$ cat config.mk
export PLATFORM = sky130hd
export DESIGN_NAME = adc_ctrl
export DESIGN_NICKNAME = d
export VERILOG_FILES = /design/src/common/adc_pkg.sv /design/src/verilog/adc_tmr.sv /design/src/verilog/adc_ctrl.sv
export VERILOG_INCLUDE_DIRS = /design/src /design/src/common
export SDC_FILE = /design/constraint.sdc
export NUM_CORES = 1
export LEC_CHECK = 0
export BUFFER_PORTS_ARGS = -buffer_cell sky130_fd_sc_hd__buf_2
export CORE_AREA = 2 2 245 247
export DETAILED_ROUTE_END_ITERATION = 8
export DIE_AREA = 0 0 247 249
export PLACE_DENSITY = 0.7
export SLEW_MARGIN = 20
export SYNTH_ARGS = -nofsm -noshare
export SYNTH_HDL_FRONTEND = slang
export SYNTH_SLANG_ARGS = --single-unit
$ cat constraint.sdc
create_clock -name clk_i -period 6.75 [get_ports clk_i]
set_input_delay 1.6875 -clock clk_i [delete_from_list [all_inputs] [get_ports clk_i]]
set_output_delay 1.6875 -clock clk_i [all_outputs]
set_load 0.1 [all_outputs]
$ cat src/common/adc_regs.svh
// timing counts and widths of the dram strobe controller
// assumes a single 100 MHz clock; every time is in ns and rounded to cycles here
`ifndef ADC_REGS_SVH
`define ADC_REGS_SVH

`define ADC_CLK_NS        10
`define ADC_CYC_UP(ns)    (((ns) + `ADC_CLK_NS - 1) / `ADC_CLK_NS)
`define ADC_CYC_DN(ns)    ((ns) / `ADC_CLK_NS)

// power-up pause, idle limit and refresh spacing
`define ADC_PAUSE_NS      200000
`define ADC_IDLE_NS       32000000
`define ADC_REF_NS        15625
`define ADC_INIT_RAS      8

// strobe timing defaults, each a least time
`define ADC_T_ASR_NS      10
`define ADC_T_RCD_NS      20
`define ADC_T_CAS_NS      40
`define ADC_T_CP_NS       10
`define ADC_T_RP_NS       40
`define ADC_T_RAS_NS      60
`define ADC_T_CSR_NS      10

// widths
`define ADC_ROW_W         11
`define ADC_COL_W         11
`define ADC_PIN_A_W       12
`define ADC_DATA_W        128
`define ADC_CHK_W         16
`define ADC_TMR_W         22
`define ADC_CNT_INIT_W    4

`endif

$ cat src/common/adc_pkg.sv
// types shared by the dram strobe controller and its timer
// assumes adc_regs.svh is on the include path
`include "adc_regs.svh"

package adc_pkg;

  typedef struct packed {
    logic                    write;
    logic                    bank;
    logic [`ADC_ROW_W-1:0]   row;
    logic [`ADC_COL_W-1:0]   col;
    logic [`ADC_DATA_W-1:0]  data;
    logic [`ADC_CHK_W-1:0]   check_bits;
  } adc_req_t;

  typedef struct packed {
    logic [`ADC_DATA_W-1:0]  data;
    logic [`ADC_CHK_W-1:0]   check_bits;
  } adc_rsp_t;

  typedef struct packed {
    logic                    ras_n;
    logic                    cas_n;
    logic                    we_n;
    logic [1:0]              bank_n;
    logic [`ADC_PIN_A_W-1:0] addr;
  } adc_pins_t;

  typedef enum logic [1:0] {
    ADC_REF_ROW_ONLY,
    ADC_REF_CAS_FIRST,
    ADC_REF_HIDDEN
  } adc_ref_mode_t;

  typedef enum logic [3:0] {
    S_BOOT,
    S_PAUSE,
    S_IDLE,
    S_ROW,
    S_RCD,
    S_COL,
    S_CAS,
    S_CAS_UP,
    S_PRE,
    S_ROR_SET,
    S_ROR_RAS,
    S_CBR_CAS,
    S_CBR_RAS,
    S_HID_PRE,
    S_HID_RAS
  } adc_state_t;

endpackage

$ cat src/verilog/adc_tmr.sv
// down counter that times every strobe phase of the controller
// assumes load_i is a one-cycle pulse from the same clock
`include "adc_regs.svh"

module adc_tmr
  import adc_pkg::*;
(
  // clock and reset
  input  wire logic                  clk_i,
  input  wire logic                  rst_b_i,
  // load
  input  wire logic                  load_i,
  input  wire logic [`ADC_TMR_W-1:0] value_i,
  // status
  output logic                       done_o
);

  logic [`ADC_TMR_W-1:0] cnt;
  logic [`ADC_TMR_W-1:0] next_cnt;

  always_comb begin
    next_cnt = cnt;
    if (load_i) begin
      next_cnt = value_i;
    end else if (cnt != '0) begin
      next_cnt = cnt - `ADC_TMR_W'(1);
    end
  end

  always_ff @(posedge clk_i) begin
    if (!rst_b_i) begin
      cnt <= '0;
    end else begin
      cnt <= next_cnt;
    end
  end

  // done looks at the count alone: gating it with load_i would close a zero-delay
  // loop through the state decode, which reads done and drives load
  assign done_o = (cnt == '0);

endmodule

$ cat src/verilog/adc_ctrl.sv
// controller that drives an asynchronous multiplexed-address dram module by its pins
// assumes the module's data pins are outside this clock domain and a user port on clk_i
`include "adc_regs.svh"
module adc_ctrl
  import adc_pkg::*;
#(
  parameter int unsigned PAUSE_CYC = `ADC_CYC_UP(`ADC_PAUSE_NS),
  parameter int unsigned IDLE_CYC  = `ADC_CYC_DN(`ADC_IDLE_NS),
  parameter int unsigned REF_CYC   = `ADC_CYC_DN(`ADC_REF_NS),
  parameter int unsigned T_ASR     = `ADC_CYC_UP(`ADC_T_ASR_NS),
  parameter int unsigned T_RCD     = `ADC_CYC_UP(`ADC_T_RCD_NS),
  parameter int unsigned T_CAS     = `ADC_CYC_UP(`ADC_T_CAS_NS),
  parameter int unsigned T_CP      = `ADC_CYC_UP(`ADC_T_CP_NS),
  parameter int unsigned T_RP      = `ADC_CYC_UP(`ADC_T_RP_NS),
  parameter int unsigned T_RAS     = `ADC_CYC_UP(`ADC_T_RAS_NS),
  parameter int unsigned T_CSR     = `ADC_CYC_UP(`ADC_T_CSR_NS)
)
(
  // clock and reset
  input  wire logic                   clk_i,
  input  wire logic                   rst_b_i,
  // user request
  input  wire logic                   req_valid_i,
  output logic                        req_ready_o,
  input  wire adc_req_t               req_i,
  input  wire logic                   page_en_i,
  // user read answer
  output logic                        rd_valid_o,
  output adc_rsp_t                    rd_o,
  // refresh control and status
  input  wire logic                   refresh_en_i,
  input  wire adc_ref_mode_t          refresh_mode_i,
  output logic                        init_done_o,
  // dram strobes and address
  output adc_pins_t                   dram_o,
  // dram data pins
  input  wire logic [`ADC_DATA_W-1:0] data_i,
  output logic      [`ADC_DATA_W-1:0] data_o,
  output logic                        data_oe_o,
  input  wire logic [`ADC_CHK_W-1:0]  check_bits_i,
  output logic      [`ADC_CHK_W-1:0]  check_bits_o,
  output logic                        check_bits_oe_o
);

  adc_state_t                 state;
  adc_state_t                 next_state;
  adc_req_t                   cur;
  adc_req_t                   next_cur;
  logic [`ADC_ROW_W-1:0]      ref_row;
  logic [`ADC_ROW_W-1:0]      next_ref_row;
  logic [`ADC_TMR_W-1:0]      ref_cnt;
  logic [`ADC_TMR_W-1:0]      next_ref_cnt;
  logic [`ADC_TMR_W-1:0]      idle_cnt;
  logic [`ADC_TMR_W-1:0]      next_idle_cnt;
  logic [`ADC_CNT_INIT_W-1:0] init_left;
  logic [`ADC_CNT_INIT_W-1:0] next_init_left;
  logic                       ref_due;
  logic                       next_ref_due;
  adc_pins_t                  next_dram;
  logic                       drive;
  logic                       next_drive;
  logic [`ADC_DATA_W-1:0]     next_data_o;
  logic [`ADC_CHK_W-1:0]      next_check_bits_o;
  adc_rsp_t                   next_rd;
  logic                       next_rd_valid;
  logic                       next_init_done;
  logic [`ADC_DATA_W-1:0]     data_meta;
  logic [`ADC_DATA_W-1:0]     data_sync;
  logic [`ADC_CHK_W-1:0]      chk_meta;
  logic [`ADC_CHK_W-1:0]      chk_sync;
  logic                       tmr_load;
  logic [`ADC_TMR_W-1:0]      tmr_value;
  logic                       tmr_done;
  logic                       page_hit;
  logic                       idle_take;
  logic                       ref_tick;
  logic                       ras_fall;

  // phase length in cycles, loaded as length minus one
  function automatic logic [`ADC_TMR_W-1:0] phase_len(input adc_state_t s);
    int unsigned n;
    n = 1;
    case (s)
      S_PAUSE:                        n = PAUSE_CYC;
      S_ROW, S_COL, S_ROR_SET:        n = T_ASR;
      S_RCD:                          n = T_RCD;
      S_CAS:                          n = T_CAS;
      S_CAS_UP:                       n = T_CP;
      S_PRE, S_HID_PRE:               n = T_RP;
      S_ROR_RAS, S_CBR_RAS, S_HID_RAS: n = T_RAS;
      S_CBR_CAS:                      n = T_CSR;
      default:                        n = 1;
    endcase
    if (n == 0) begin
      n = 1;
    end
    return `ADC_TMR_W'(n - 1);
  endfunction

  adc_tmr u_tmr (
    .clk_i   (clk_i),
    .rst_b_i (rst_b_i),
    .load_i  (tmr_load),
    .value_i (tmr_value),
    .done_o  (tmr_done)
  );

  // a page continues only for the same bank and row, and never delays a due refresh
  assign page_hit = req_valid_i && page_en_i && !ref_due && (init_left == '0)
                    && (req_i.bank == cur.bank) && (req_i.row == cur.row);
  assign idle_take = (state == S_IDLE) && (init_left == '0)
                     && !(ref_due && refresh_en_i);
  assign req_ready_o = idle_take || ((state == S_CAS_UP) && tmr_done && page_hit);
  assign ref_tick = refresh_en_i && (ref_cnt == `ADC_TMR_W'(REF_CYC - 1));

  always_comb begin
    next_state = state;
    next_cur   = cur;
    if (req_valid_i && req_ready_o) begin
      next_cur = req_i;
    end
    case (state)
      S_BOOT: begin
        next_state = S_PAUSE;
      end
      S_PAUSE: begin
        if (tmr_done) begin
          next_state = S_IDLE;
        end
      end
      S_IDLE: begin
        if (init_left != '0) begin
          next_state = S_ROR_SET;
        end else if (ref_due && refresh_en_i) begin
          if (refresh_mode_i == ADC_REF_ROW_ONLY) begin
            next_state = S_ROR_SET;
          end else begin
            next_state = S_CBR_CAS;
          end
        end else if (req_valid_i) begin
          next_state = S_ROW;
        end
      end
      S_ROW:     if (tmr_done) next_state = S_RCD;
      S_RCD:     if (tmr_done) next_state = S_COL;
      S_COL:     if (tmr_done) next_state = S_CAS;
      S_CAS: begin
        if (tmr_done) begin
          if (ref_due && refresh_en_i && refresh_mode_i == ADC_REF_HIDDEN) begin
            next_state = S_HID_PRE;
          end else begin
            next_state = S_CAS_UP;
          end
        end
      end
      S_CAS_UP: begin
        if (tmr_done) begin
          next_state = page_hit ? S_COL : S_PRE;
        end
      end
      S_ROR_SET: if (tmr_done) next_state = S_ROR_RAS;
      S_CBR_CAS: if (tmr_done) next_state = S_CBR_RAS;
      S_HID_PRE: if (tmr_done) next_state = S_HID_RAS;
      S_ROR_RAS, S_CBR_RAS, S_HID_RAS: begin
        if (tmr_done) begin
          next_state = S_PRE;
        end
      end
      S_PRE:     if (tmr_done) next_state = S_IDLE;
      default:   next_state = S_IDLE;
    endcase
  end

  assign tmr_load  = (next_state != state) || (state == S_CAS_UP && next_state == S_COL);
  assign tmr_value = phase_len(next_state);
  assign ras_fall  = (next_state != state) && (next_state == S_RCD
                     || next_state == S_ROR_RAS || next_state == S_CBR_RAS
                     || next_state == S_HID_RAS);

  // refresh spacing, idle watch and wake-up count
  always_comb begin
    next_ref_cnt   = ref_tick || !refresh_en_i ? '0 : ref_cnt + `ADC_TMR_W'(1);
    next_ref_row   = ref_row;
    next_init_left = init_left;
    next_idle_cnt  = idle_cnt;
    // a new tick wins over the clear of the refresh it replaces
    next_ref_due   = ref_tick || (ref_due && !(ras_fall && next_state != S_RCD));
    if (ras_fall) begin
      next_idle_cnt = '0;
      if (next_state != S_RCD && init_left != '0) begin
        next_init_left = init_left - `ADC_CNT_INIT_W'(1);
      end
    end else if (idle_cnt != `ADC_TMR_W'(IDLE_CYC)) begin
      next_idle_cnt = idle_cnt + `ADC_TMR_W'(1);
    end else if (init_left == '0) begin
      next_init_left = `ADC_CNT_INIT_W'(`ADC_INIT_RAS);
      next_idle_cnt  = '0;
    end
    if (state == S_ROR_RAS && next_state == S_PRE) begin
      next_ref_row = ref_row + `ADC_ROW_W'(1);
    end
    next_init_done = (state != S_BOOT) && (state != S_PAUSE) && (next_init_left == '0);
  end

  // pin levels follow the state being entered so every pin comes from a flip-flop
  always_comb begin
    next_dram.ras_n  = 1'b1;
    next_dram.cas_n  = 1'b1;
    next_dram.we_n   = 1'b1;
    next_dram.bank_n = 2'b11;
    next_dram.addr   = dram_o.addr;
    next_drive       = 1'b0;
    next_data_o      = data_o;
    next_check_bits_o = check_bits_o;
    case (next_state)
      S_ROW: begin
        next_dram.addr = `ADC_PIN_A_W'(next_cur.row);
        next_dram.bank_n = next_cur.bank ? 2'b01 : 2'b10;
      end
      S_RCD: begin
        next_dram.ras_n  = 1'b0;
        next_dram.bank_n = cur.bank ? 2'b01 : 2'b10;
      end
      S_COL, S_CAS: begin
        next_dram.ras_n  = 1'b0;
        next_dram.cas_n  = (next_state == S_COL);
        next_dram.bank_n = next_cur.bank ? 2'b01 : 2'b10;
        next_dram.addr   = `ADC_PIN_A_W'(next_cur.col);
        // write enable is settled in the column setup phase, never later
        next_dram.we_n   = !next_cur.write;
        next_drive       = next_cur.write;
        next_data_o       = next_cur.data;
        next_check_bits_o = next_cur.check_bits;
      end
      S_CAS_UP: begin
        next_dram.ras_n  = 1'b0;
        next_dram.bank_n = cur.bank ? 2'b01 : 2'b10;
      end
      S_ROR_SET, S_ROR_RAS: begin
        next_dram.ras_n  = (next_state == S_ROR_SET);
        next_dram.addr   = `ADC_PIN_A_W'(ref_row);
        next_dram.bank_n = 2'b00;
      end
      S_CBR_CAS, S_CBR_RAS: begin
        // address left as is, the module counts rows itself
        next_dram.cas_n  = 1'b0;
        next_dram.ras_n  = (next_state == S_CBR_CAS);
        next_dram.we_n   = 1'b1;
        next_dram.bank_n = 2'b00;
      end
      S_HID_PRE, S_HID_RAS: begin
        next_dram.cas_n  = 1'b0;
        next_dram.ras_n  = (next_state == S_HID_PRE);
        next_dram.we_n   = 1'b1;
        next_dram.bank_n = 2'b00;
      end
      default: begin
      end
    endcase
  end

  // read data is taken on the last cycle of the column strobe from the synchronised pins
  always_comb begin
    next_rd       = rd_o;
    next_rd_valid = 1'b0;
    if (state == S_CAS && tmr_done && !cur.write) begin
      next_rd.data       = data_sync;
      next_rd.check_bits = chk_sync;
      next_rd_valid      = 1'b1;
    end
  end

  always_ff @(posedge clk_i) begin
    data_meta <= data_i;
    data_sync <= data_meta;
    chk_meta  <= check_bits_i;
    chk_sync  <= chk_meta;
  end

  always_ff @(posedge clk_i) begin
    if (!rst_b_i) begin
      state        <= S_BOOT;
      cur          <= '0;
      ref_row      <= '0;
      ref_cnt      <= '0;
      idle_cnt     <= '0;
      init_left    <= `ADC_CNT_INIT_W'(`ADC_INIT_RAS);
      ref_due      <= 1'b0;
      dram_o       <= '{ras_n: 1'b1, cas_n: 1'b1, we_n: 1'b1, bank_n: 2'b11, addr: '0};
      drive        <= 1'b0;
      data_o       <= '0;
      check_bits_o <= '0;
      rd_o         <= '0;
      rd_valid_o   <= 1'b0;
      init_done_o  <= 1'b0;
    end else begin
      state        <= next_state;
      cur          <= next_cur;
      ref_row      <= next_ref_row;
      ref_cnt      <= next_ref_cnt;
      idle_cnt     <= next_idle_cnt;
      init_left    <= next_init_left;
      ref_due      <= next_ref_due;
      dram_o       <= next_dram;
      drive        <= next_drive;
      data_o       <= next_data_o;
      check_bits_o <= next_check_bits_o;
      rd_o         <= next_rd;
      rd_valid_o   <= next_rd_valid;
      init_done_o  <= next_init_done;
    end
  end

  assign data_oe_o       = drive;
  assign check_bits_oe_o = drive;

endmodule

==> impl_metrics.toml <==
[outcome]
status = "complete, no violations"

[yosys]
ys_warn_count = 0
synthCells = 2623
synth-seq-cells = 849
synth_area_sq_um = 26940
synth_enable_flop_cells = 0
ys_async_sr_fraction_pct = 0
ys.flop_type = "dfxtp_1"
synth_nets = 2949
yosysUniqueCellTypes = 76
avgSynthCellArea_sq_um = 10.27
synth-seq-area-share_pct = 63.10

[pwr]
powerDensity_nw_per_um2 = 315.2
power.leakage_nw = 14.89
swShare_pct = 23.14
p_int_mw = 8.115
combPwrFrac_pct = 5.7
clockPowerShare_pct = 44.9
irDropWorstVdd_v = 0.0002622
power_frac_seq_pct = 49.5
p_switching_mw = 2.443

[sta]
setup_tns_ns = 0
final_hold_viol_count = 0
max_clock_freq_mhz = 186.1
drv_slew = 0
setup_viol = 0
worst_pin_slew_ns = 1.074
relSlewSlack_pct = 28.43
finalClockSkew_ns = 0.03618
fin_crit_sh_pct = 79.61
min_period_ns = 5.374
grt_setup_unrepaired = "false"

[floorplan]
ios = 629
rows = 89
die_area_sq_um = 61500
die_y_um = 249
fp.coreArea_sq_um = 58690
start_util_pct = 45.90
die_width_um = 247

[cells_and_area]
syn2layout_area_growth_pct = 24.37
drive_above_1_share_pct = 25.38
layout_commonest_cell = "dfxtp_1"
final_cell_mix = "dfxtp_1 (849), buf_2 (627), nor2_1 (419)"
layout.nets = 3521
fin_area_sq_um = 33500

[cts]
clk_pin_slew_ns = 0.06
cts_tree = "done"
clock_path_buffers = 3
htree_num_levels = 3
clk-insertion-delay-late_ns = 0.64
root_buffer = "clkbuf_16"
cts_buffers = 85
clkSinkCount = 849
ctsResizeCount = 0
postCtsSetupBuffers = 0
holdBufCountCts = 0

[place]
placed_area_sq_um = 30570
post-dp-hpwl_mm = 46.91
place.gp.congestion = 0.8367
io_buffers = 627

[global_route]
track_usage_pct = 21.42
grt_pass1_wl_mm = 104.5
use_met2_pct = 35.62
gr-usage-met1_pct = 25.44
overflow = 0
antenna_found_initial = 24
grt_pass1_vias = 18860
use_met3_pct = 8.016
busiest_layer = "met2"
grt_max_degree = 206

[routing]
drt-total-wl_mm = 68.54
drc_errors = 0
ant_nets = 0
dr_total_vias = 20190
wl_per_cell_um = 16.92
avgViaCountPerCell = 4.986
dr.pass1.iters = 5
first_iter_violations = 1174

[min_path]
min_path_type = "reg -> reg"

[critical_path]
path_max_fanout = 5
cp-end-kind = "output port"
critPathRequiredTime_ns = 5.06
path_class = "in -> out"
crit_arrival_ns = 3.69
cp-start-kind = "input pin"

[job]
max_cap_violations = 0
==> registers in the layout (all words and copies together), names as in the netlist, 11 cells and up <==
name	flops
cur	168
dram_o	16
chk_meta	16
data_sync	128
data_o	128
chk_sync	16
rd_o	144
data_meta	128
ref_cnt	22
u_tmr.cnt	22
idle_cnt	22
check_bits_o	16
ref_row	11
==> layout make-up <==
| type | count | area, sq um |
|---|---|---|
| clock inverter | 36 | 439.2 |
| tap | 773 | 967.2 |
| timing repair buffer | 648 | 3371 |
| fill | 5025 | 25190 |
| inverter | 18 | 75.07 |
| antenna | 11 | 27.53 |
| multi-input combinational | 1593 | 9168 |
| sequential | 849 | 17000 |
| clock buffer | 122 | 2456 |
==> final timing paths <==
path | startpoint | to | slack, ns | cells past startpoint
worst max-delay path | req_i[166] | req_ready_o | 1.38 | 7
worst min-delay path | data_meta[23] | data_sync[23] | 0.32 | 0
worst max register to register | init_left[0] | u_tmr.cnt[16] | 2.51 | 17
worst min register to register | data_meta[23] | data_sync[23] | 0.32 | 0
==> power groups by stage <==
stage               logic [mW]  registers [mW]  clock network [mW]
detailed placement       0.590            5.33                   0
global placement         0.585            5.33                   0
CTS                      0.594            5.22                4.85
global route             0.652            5.23                5.05
floorplan                0.303            5.42                   0
finish                   0.598            5.22                4.74
==> per-stage QoR <==
stage	util, %	hold WS (ns)	setup WS [ns]	total power, mW	std cells
floorplan	-	0.3096	1.213	5.719	2623
global placement	52.09	0.3096	1.338	5.911	3881
detailed placement	52.09	0.3121	1.368	5.919	3881
CTS	57.02	0.3224	1.348	10.66	4039
global route	57.06	0.3279	1.230	10.93	4045
finish	57.08	0.3240	1.376	10.56	4050
==> Yosys cell counts (11+ instances only) <==
cell	number	area, sq um
a211oi_2	11	137.6
buf_2	51	255.2
clkbuf_1	95	356.6
mux2i_1	169	1692
o21ai_0	26	130.1
nor2_1	419	1573
inv_1	17	63.81
nand4_1	15	93.84
nand3_1	34	170.2
nor4_1	13	81.33
nand2_1	341	1280
a21oi_1	172	860.8
nor3_1	19	95.09
and3_1	16	100.1
xnor2_1	36	315.3
nand2b_1	11	68.82
dfxtp_1	849	17000
xor2_1	30	262.8
a22oi_1	11	82.58
a211oi_1	139	1044
==> critical path: stages <==
cell and delay [ns]:
buf_2 0.12, xnor2_1 0.30, nand4_1 0.15, nor4_2 0.46, o21ai_2 0.14, o21ai_1 0.32
buf_2 0.50
==> layer usage <==
metal	vias to the layer above	routed length, um	share of wire [%]
met1	9327	27630	40
met2	649	32560	48
met5	-	154	0.22
met3	131	6455	9.4
met4	24	1738	2.5
li1	10060	-	-
==> kinds of logic after synthesis <==
family                   synth area share, %
AO/OA/AOI/OAI                          10.53
XOR/XNOR                               2.248
adder cells (fa/ha/maj)               0.3623
buffers and inverters                  2.968
flip-flops                             63.10
multiplexers                           6.322
other                                0.01392
AND/OR/NAND/NOR                        14.46
No activity file was read; power rests on OpenSTA's default activity.
